<file path="src/verilog/qspf_pkg.sv">
`default_nettype none
package qspf_pkg;
    localparam int LANES = 4;
    localparam logic [1:0] WIDTH_X1 = 2'h0;
    localparam logic [1:0] WIDTH_X2 = 2'h1;
    localparam logic [1:0] WIDTH_X4 = 2'h2;
    localparam logic [7:0] RST_DATA = 8'h00;
    localparam int SHIFT_BITS = 8;

    typedef enum logic [2:0] {
        ST_STANDBY = 3'h1,
        ST_ACTIVE = 3'h2,
        ST_BUSY = 3'h4
    } qspf_state_e;

    typedef struct packed {
        logic [1:0] width;
        logic ddr;
        logic reset_on_lane3;
    } qspf_cfg_s;

    typedef struct packed {
        logic [3:0] out;
        logic [3:0] oe;
    } qspf_lanes_s;
endpackage
`default_nettype wire

</file>
<file path="src/verilog/qspf_pins.sv">
`timescale 1ns/100ps
`default_nettype none
// How it works
// - Select fall starts a new transaction
// - Select rise closes the current transaction
// - Select low means active, lanes respond
// - Select high gives standby unless busy
// - Deselected: inputs ignored, outputs released
// - Reset pin works while deselected too
// - SDR: sample on rise, launch on fall
// - DDR: sample and drive both edges
// - Lane zero input, or data lane
// - Lane one output, or data lane
// - Lane two write protect, quad data
// - Lane three reset when idle or non-quad
// - Reset low reinitialises to standby
// - Reset low releases all four lanes
// - Reset pin idles high by pull-up
module qspf_pins (
    input wire logic I_CLK_SYS,
    input wire logic I_RST_N,
    input wire logic I_CS_N,
    input wire logic I_SCK,
    input wire logic [3:0] I_LANE,
    input wire logic I_HW_RESET_N,
    input wire logic I_HW_RESET_PRESENT,
    input wire qspf_pkg::qspf_cfg_s I_CFG,
    input wire logic I_EMBEDDED_BUSY,
    input wire logic [7:0] I_TX_BYTE,
    output logic [3:0] O_LANE,
    output logic [3:0] O_LANE_OE,
    output logic O_START,
    output logic O_END,
    output logic O_ACTIVE,
    output logic O_STANDBY,
    output logic O_WP_N,
    output logic O_RESET_REQ,
    output logic [7:0] O_RX_BYTE,
    output logic O_RX_VALID,
    output logic O_TX_TAKE
);
    logic [6:0] sync_q;
    logic cs_n_s, sck_s, hw_pin_s;
    logic [3:0] lane_s;
    logic cs_d_r, sck_d_r;
    qspf_pkg::qspf_state_e state_r, state_nxt;
    logic [7:0] rx_sh_r, tx_sh_r;
    logic [3:0] bits_r;
    qspf_pkg::qspf_lanes_s drv_r;

    // Unconnected pins float high; sync preset to 1 matches pull-up
    qspf_sync #(.W(7)) u_sync (
        .i_clk(I_CLK_SYS),
        .i_rst_n(I_RST_N),
        .i_d({I_CS_N, I_SCK, I_HW_RESET_N, I_LANE}),
        .o_q(sync_q)
    );
    assign {cs_n_s, sck_s, hw_pin_s, lane_s} = sync_q;
    // Strap gated after the sync, so no logic sits ahead of the first flop
    wire hw_rst_s = hw_pin_s | ~I_HW_RESET_PRESENT;

    wire quad = I_CFG.width == qspf_pkg::WIDTH_X4;
    wire dual = I_CFG.width == qspf_pkg::WIDTH_X2;
    wire sel = !cs_n_s;
    wire cs_fall = cs_d_r && !cs_n_s;
    wire cs_rise = !cs_d_r && cs_n_s;
    wire sck_rise = !sck_d_r && sck_s;
    wire sck_fall = sck_d_r && !sck_s;
    // Lane three as reset only outside quad frames
    wire l3_rst = I_CFG.reset_on_lane3 && (cs_n_s || !quad) && !lane_s[3];
    wire rst_any = !hw_rst_s || l3_rst;
    wire samp = sel && !rst_any && (sck_rise || (I_CFG.ddr && sck_fall));
    wire launch = sel && !rst_any && (sck_fall || (I_CFG.ddr && sck_rise));
    wire [3:0] step = quad ? 4'h4 : (dual ? 4'h2 : 4'h1);
    wire [7:0] rx_in = quad ? {rx_sh_r[3:0], lane_s} :
                       dual ? {rx_sh_r[5:0], lane_s[1:0]} : {rx_sh_r[6:0], lane_s[0]};
    wire [3:0] bits_n = bits_r + step;
    wire byte_done = bits_n >= 4'(qspf_pkg::SHIFT_BITS);
    // Counter is shared with receive: a byte loads at a bit-count boundary
    wire tx_load = cs_fall || (launch && bits_r == 4'h0);
    wire [7:0] tx_src = tx_load ? I_TX_BYTE : tx_sh_r;
    wire [3:0] tx_val = quad ? tx_src[7:4] : dual ? {2'h0, tx_src[7:6]} : {2'h0, tx_src[7], 1'b0};
    wire [3:0] tx_oe = quad ? 4'hf : dual ? 4'h3 : 4'h2;
    wire [7:0] tx_next = quad ? {tx_src[3:0], 4'h0} :
                         dual ? {tx_src[5:0], 2'h0} : {tx_src[6:0], 1'b0};

    always_comb begin
        state_nxt = state_r;
        case (state_r)
            qspf_pkg::ST_STANDBY: if (cs_fall) state_nxt = qspf_pkg::ST_ACTIVE;
            qspf_pkg::ST_ACTIVE: begin
                if (cs_rise) state_nxt = I_EMBEDDED_BUSY ? qspf_pkg::ST_BUSY : qspf_pkg::ST_STANDBY;
            end
            qspf_pkg::ST_BUSY: begin
                if (cs_fall) state_nxt = qspf_pkg::ST_ACTIVE;
                else if (!I_EMBEDDED_BUSY) state_nxt = qspf_pkg::ST_STANDBY;
            end
            default: state_nxt = qspf_pkg::ST_STANDBY;
        endcase
        if (rst_any) state_nxt = qspf_pkg::ST_STANDBY;
    end

    always_ff @(posedge I_CLK_SYS or negedge I_RST_N) begin
        if (!I_RST_N) begin
            cs_d_r <= 1'b1;
            // Same as the sync preset: no false clock edge out of reset
            sck_d_r <= 1'b1;
            state_r <= qspf_pkg::ST_STANDBY;
        end else begin
            cs_d_r <= cs_n_s;
            sck_d_r <= sck_s;
            state_r <= state_nxt;
        end
    end

    always_ff @(posedge I_CLK_SYS or negedge I_RST_N) begin
        if (!I_RST_N) begin
            rx_sh_r <= qspf_pkg::RST_DATA;
            bits_r <= 4'h0;
            O_RX_BYTE <= qspf_pkg::RST_DATA;
            O_RX_VALID <= 1'b0;
        end else begin
            O_RX_VALID <= 1'b0;
            if (cs_fall || !sel) begin
                bits_r <= 4'h0;
            end else if (samp) begin
                rx_sh_r <= rx_in;
                bits_r <= byte_done ? 4'h0 : bits_n;
                if (byte_done) begin
                    O_RX_BYTE <= rx_in;
                    O_RX_VALID <= 1'b1;
                end
            end
        end
    end

    always_ff @(posedge I_CLK_SYS or negedge I_RST_N) begin
        if (!I_RST_N) begin
            tx_sh_r <= qspf_pkg::RST_DATA;
            drv_r <= '0;
            O_TX_TAKE <= 1'b0;
        end else begin
            O_TX_TAKE <= tx_load && launch;
            if (!sel || rst_any) begin
                drv_r <= '0;
            end else if (launch) begin
                drv_r <= '{out: tx_val, oe: tx_oe};
                tx_sh_r <= tx_next;
            end
        end
    end

    always_ff @(posedge I_CLK_SYS or negedge I_RST_N) begin
        if (!I_RST_N) begin
            O_LANE <= 4'h0;
            O_LANE_OE <= 4'h0;
            O_START <= 1'b0;
            O_END <= 1'b0;
            O_ACTIVE <= 1'b0;
            O_STANDBY <= 1'b1;
            O_WP_N <= 1'b1;
            O_RESET_REQ <= 1'b0;
        end else begin
            O_LANE <= drv_r.out;
            O_LANE_OE <= (sel && !rst_any) ? drv_r.oe : 4'h0;
            O_START <= cs_fall && !rst_any;
            O_END <= cs_rise;
            O_ACTIVE <= state_nxt != qspf_pkg::ST_STANDBY;
            O_STANDBY <= state_nxt == qspf_pkg::ST_STANDBY;
            O_WP_N <= quad ? 1'b1 : lane_s[2];
            O_RESET_REQ <= rst_any;
        end
    end

    a_oe_off_deselect: assert property (@(posedge I_CLK_SYS) disable iff (!I_RST_N)
        cs_n_s |=> O_LANE_OE == 4'h0) else $error("lanes driven while deselected");
    a_oe_off_reset: assert property (@(posedge I_CLK_SYS) disable iff (!I_RST_N)
        !hw_rst_s |=> O_LANE_OE == 4'h0) else $error("lanes driven in reset");
    a_lane0_quiet: assert property (@(posedge I_CLK_SYS) disable iff (!I_RST_N)
        I_CFG.width == qspf_pkg::WIDTH_X1 && $stable(I_CFG) |=> !O_LANE_OE[0])
        else $error("lane zero driven in single mode");
    a_start_pulse: assert property (@(posedge I_CLK_SYS) disable iff (!I_RST_N)
        cs_fall && hw_rst_s && !l3_rst |=> O_START ##1 !O_START) else $error("start missed");
    a_end_pulse: assert property (@(posedge I_CLK_SYS) disable iff (!I_RST_N)
        cs_rise |=> O_END) else $error("end missed");
    a_busy_holds: assert property (@(posedge I_CLK_SYS) disable iff (!I_RST_N)
        state_r == qspf_pkg::ST_ACTIVE && cs_rise && I_EMBEDDED_BUSY && !rst_any |=> O_ACTIVE)
        else $error("standby during embedded op");
    a_active_sel: assert property (@(posedge I_CLK_SYS) disable iff (!I_RST_N)
        state_r == qspf_pkg::ST_ACTIVE && sel && !rst_any |=> O_ACTIVE && !O_STANDBY)
        else $error("not active while selected");
    a_reset_ds: assert property (@(posedge I_CLK_SYS) disable iff (!I_RST_N)
        cs_n_s && !hw_rst_s |=> O_RESET_REQ && O_STANDBY) else $error("reset ignored");
    a_sample_edge: assert property (@(posedge I_CLK_SYS) disable iff (!I_RST_N)
        !I_CFG.ddr && sck_fall |=> $stable(rx_sh_r)) else $error("sdr sample on fall");
    a_sdr_launch: assert property (@(posedge I_CLK_SYS) disable iff (!I_RST_N)
        sel && !rst_any && !I_CFG.ddr && sck_rise |=> $stable(drv_r))
        else $error("sdr launch on rise");
    // DDR keeps the falling edge as a sample point too
    a_ddr_fall: assert property (@(posedge I_CLK_SYS) disable iff (!I_RST_N)
        I_CFG.ddr && samp && sck_fall && !cs_fall |=> rx_sh_r == $past(rx_in))
        else $error("ddr fall sample lost");
    a_lane3_rst: assert property (@(posedge I_CLK_SYS) disable iff (!I_RST_N)
        I_CFG.reset_on_lane3 && cs_n_s && !lane_s[3] |=> O_RESET_REQ && O_STANDBY)
        else $error("lane three reset ignored");
    a_rst_standby: assert property (@(posedge I_CLK_SYS) disable iff (!I_RST_N)
        rst_any |=> O_STANDBY && !O_ACTIVE && !O_START) else $error("reset did not reinit");

    c_frame: cover property (@(posedge I_CLK_SYS) disable iff (!I_RST_N) O_START ##[1:500] O_END);
    c_byte: cover property (@(posedge I_CLK_SYS) disable iff (!I_RST_N) O_RX_VALID);
    c_busy: cover property (@(posedge I_CLK_SYS) disable iff (!I_RST_N) state_r == qspf_pkg::ST_BUSY);
    c_ddr_byte: cover property (@(posedge I_CLK_SYS) disable iff (!I_RST_N)
        I_CFG.ddr && O_RX_VALID);
    c_lane3_rst: cover property (@(posedge I_CLK_SYS) disable iff (!I_RST_N)
        l3_rst);
endmodule
`default_nettype wire

</file>
<file path="src/verilog/qspf_sync.sv">
`timescale 1ns/100ps
`default_nettype none
module qspf_sync #(
    parameter int W = 1
) (
    input wire logic i_clk,
    input wire logic i_rst_n,
    input wire logic [W-1:0] i_d,
    output logic [W-1:0] o_q
);
    logic [W-1:0] meta_r;

    always_ff @(posedge i_clk or negedge i_rst_n) begin
        if (!i_rst_n) begin
            meta_r <= '1;
            o_q <= '1;
        end else begin
            meta_r <= i_d;
            o_q <= meta_r;
        end
    end
endmodule
`default_nettype wire

</file>
<file path="config.mk">
export PLATFORM = sky130hd
export DESIGN_NAME = qspf_pins
export DESIGN_NICKNAME = d
export VERILOG_FILES = /design/src/verilog/qspf_pkg.sv /design/src/verilog/qspf_pins.sv /design/src/verilog/qspf_sync.sv
export SDC_FILE = /design/constraint.sdc
export NUM_CORES = 1
export LEC_CHECK = 0
export ABC_AREA = 1
export BUFFER_PORTS_ARGS = -buffer_cell sky130_fd_sc_hd__buf_2
export CORE_AREA = 4 4 70 84
export DETAILED_ROUTE_END_ITERATION = 7
export DIE_AREA = 0 0 74 88
export PLACE_DENSITY = 0.86
export REMOVE_ABC_BUFFERS = 1
export SYNTH_ARGS = -nofsm -noshare
export SYNTH_HDL_FRONTEND = slang
export SYNTH_SLANG_ARGS = --single-unit
</file>
<file path="constraint.sdc">
create_clock -name I_CLK_SYS -period 4.2 [get_ports I_CLK_SYS]
set_input_delay 0.63 -clock I_CLK_SYS [delete_from_list [all_inputs] [get_ports I_CLK_SYS]]
set_output_delay 0.63 -clock I_CLK_SYS [all_outputs]
set_load 0.01 [all_outputs]
</file>
==> flow_metrics.tcl <==
set metrics [dict create \
    worst_hold_path_type "primary input to async pin" \
    dieArea_mm2 0.00651 \
    required_ns 4.47 \
    dpl.hpwl_um 4110 \
    crit_type "primary input to register" \
    syn2layout_area_growth_pct 15.0 \
    post_cts_resized 0 \
    synthArstFlopShare 1.00 \
    drive_gt1_frac 0.284 \
    hold_buffers 0 \
    yosys.area.top_type_share 0.407 \
    post_cts.repair.setup_buffers 0 \
    first_pass_iters 6 \
    synth-warning-count 0 \
    grt_pass1_vias 2221 \
    dieHeight_um 88 \
    final_antenna_net_count 0 \
    outcome "completed" \
    yosys.area.top_type "dfrtp_1" \
    nets 388 \
    syn_area_per_cell_um2 9.72 \
    yosys.area_share.simple 0.213 \
    worst_slew_pin_slew_ns 0.626 \
    vias 2152 \
    diodes 0 \
    drv_slew 0 \
    drt-total-wl_um 5610 \
    syn_inst 304 \
    crit_fanout 13 \
    grt_first_pass_wirelength_um 9730 \
    cp-start-kind "primary input" \
    slew_headroom 0.581 \
    yosysUniqueCellTypes 33 \
    synth-edff-count 0 \
    rows 28 \
    numClockSinks 67 \
    setup_viol 0 \
    netlist_area_mm2 0.00295 \
    rsz0062_at_grt "false" \
    slowest_delay_ns 0.51 \
    synth_top_family_by_area "simple AND/OR/NAND/NOR gates" \
    ys_seq_area_frac 0.576 \
    post-route-period-util 0.619 \
    multi_input_area_mm2 0.00101 \
    boundaryPins 47 \
    antenna_found_initial 0 \
    crit_chain "buf_2 -> inv_1 -> ha_1 -> ha_1 -> a21oi_1 -> nand2_1 -> xor2_1 -> nor2_8 -> inv_2 -> nand2_1 -> o21ai_2" \
    tns_ns 0 \
    fin_cells 423 \
    clk_pin_slew_worst_paths_ns 0.07 \
    gp_congestion 0.946 \
    drtIter0Drc 184 \
    dieWidth_um 74 \
    grt-ovfl-total 0 \
    synth_seq_cells 67 \
    finalClockSkew_ns 0.00867 \
    fill_cells 387 \
    critPathCaptureType "register" \
    ys.flop_type "dfrtp_1" \
    synth_area_leaders "dfrtp_1 41%, dfstp_2 17%, nand2_1 8.3%" \
    hold_viol_final 0 \
    slowest_stage "ha_1" \
    routed_via_density 5.09 \
    max_freq_mhz 385 \
    fin_crit_ns 2.60 \
    start_util 0.590 \
    synth_mux_area_frac 0 \
    arrival_ns 2.87 \
    r2r_cells 8 \
    cts_max_level 3 \
    crit_family "adder cells" \
    wl_per_cell_um 13.3 \
    placedCellCount 407 \
    tritoncts "built" \
    clockBufferDepth 2 \
    fp.coreArea_mm2 0.00501 \
    peakVddDrop_uv 297 \
    clk_latency_ns 0.34 \
    cts_made_buffers 9 \
    drv_cap 0 \
    synth_compound_area_frac 0.0915 \
    route.detailed.drc 0 \
    powerDensity_mw_per_mm2 405 \
    synth-xor-area-share 0.00593 \
    synthAdderAreaFrac 0.0322 \
    track_usage 0.201 \
    final-seq-area_mm2 0.00170 \
    p_leak_nw 1.83 \
    port_buffers 46 \
    cp_num_buf_inv 3 \
    crit_cells 11 \
    grt_start_max_net_pins 41 \
    cts-root-buf "clkbuf_8" \
]
-- metrics by stage --
step                       util  hold WS [ns]  power [mW]  setup WS [ns]  cell area, um2
final                     0.678         0.288        1.37           1.60            3400
after global routing      0.678         0.323        1.45           1.43            3400
after CTS                 0.678         0.297        1.39           1.66            3400
after detailed placement  0.645         0.347       0.933           1.30            3230
after global placement    0.645         0.346       0.925           1.47            3230
after floorplan               -         0.334       0.868           1.80            2920
-- metal layers --
metal,wire [um],vias to the layer above,track usage,part of all wire
li1,-,1070,-,-
met3,429,18,0.0608,0.076
met5,0,-,0,0
met4,147,0,0.115,0.026
met2,2740,91,0.320,0.49
met1,2300,973,0.239,0.41
-- power breakdown --
| part | switching (mW) | total [mW] | internal [mW] |
|---|---|---|---|
| Combinational | 0.124 | 0.190 | 0.0652 |
| Clock | 0.222 | 0.450 | 0.228 |
| Sequential | 0.0267 | 0.735 | 0.709 |
-- path summary, 6_finish.rpt --
| kind | startpoint | end | slack, ns |
|---|---|---|---|
| min | I_RST_N | O_START | 0.29 |
| min in group I_CLK_SYS | u_sync.meta_r[1] | u_sync.o_q[1] | 0.35 |
| max reg2reg | bits_r[2] | O_RX_BYTE[0] | 2.25 |
| max | I_CFG[2] | O_RX_BYTE[0] | 1.60 |
| max in group asynchronous | I_RST_N | u_sync.meta_r[1] | 2.98 |
| min reg2reg | u_sync.meta_r[1] | u_sync.o_q[1] | 0.35 |
-- sequential cells by signal (all words and copies together) (netlist names) --
name,cells
O_ACTIVE,1
O_END,1
O_LANE,4
O_LANE_OE,3
O_RESET_REQ,1
O_RX_BYTE,8
O_RX_VALID,1
O_STANDBY,1
O_START,1
O_TX_TAKE,1
O_WP_N,1
bits_r,4
cs_d_r,1
drv_r,7
rx_sh_r,7
sck_d_r,1
state_r,3
tx_sh_r,7
u_sync.meta_r,7
u_sync.o_q,7
-- cells in the final DEF (no fill, tap or decap), types with 2 or more instances in the layout --
cell type  instances
o22ai_1            6
nand4_1            2
clkbuf_8          10
ha_1               6
clkbuf_1           3
o221ai_1           2
a22oi_1            2
xor2_1             2
nor2_4             2
nand2_2            4
clkinv_2           4
nor2_8             2
inv_2              6
dfstp_2           19
nor2_1            20
nand2_1           65
buf_2             46
a21oi_1            4
o21ai_2            2
o21ai_0           16
nand3_1           26
dfrtp_1           48
o21ai_1            2
inv_1             48
nand2_4            3
o211ai_1           5
-- area by class of cell --
class | count | share of cell area
Clock buffer | 13 | 0.0438
Clock inverter | 3 | 0.00442
Sequential cell | 67 | 0.501
Timing Repair Buffer | 47 | 0.0700
Tap cell | 60 | 0.0221
Multi-Input combinational cell | 178 | 0.298
Inverter | 55 | 0.0612
-- Yosys cell counts (2+ instances only) --
| library cell | number |
|---|---|
| nand3_1 | 26 |
| nand4_1 | 2 |
| buf_6 | 2 |
| o21ai_0 | 16 |
| nor2_4 | 2 |
| nor2_8 | 2 |
| o22ai_1 | 6 |
| inv_2 | 6 |
| o221ai_1 | 2 |
| nand2_1 | 65 |
| dfrtp_1 | 48 |
| nand2_4 | 3 |
| a21oi_1 | 4 |
| nor2_1 | 20 |
| ha_1 | 6 |
| xor2_1 | 2 |
| inv_1 | 48 |
| dfstp_2 | 19 |
| a22oi_1 | 2 |
| o211ai_1 | 5 |
| o21ai_1 | 2 |
| o21ai_2 | 2 |
| nand2_2 | 4 |
-- logic make-up after synthesis --
kind of cell / count (synthesis)
flip-flops: 67
AO/OA/AOI/OAI: 42
AND/OR/NAND/NOR: 127
adder cells (fa/ha/maj): 7
buffers and inverters: 59
XOR/XNOR: 2
No activity file was read; power rests on OpenSTA's default activity.
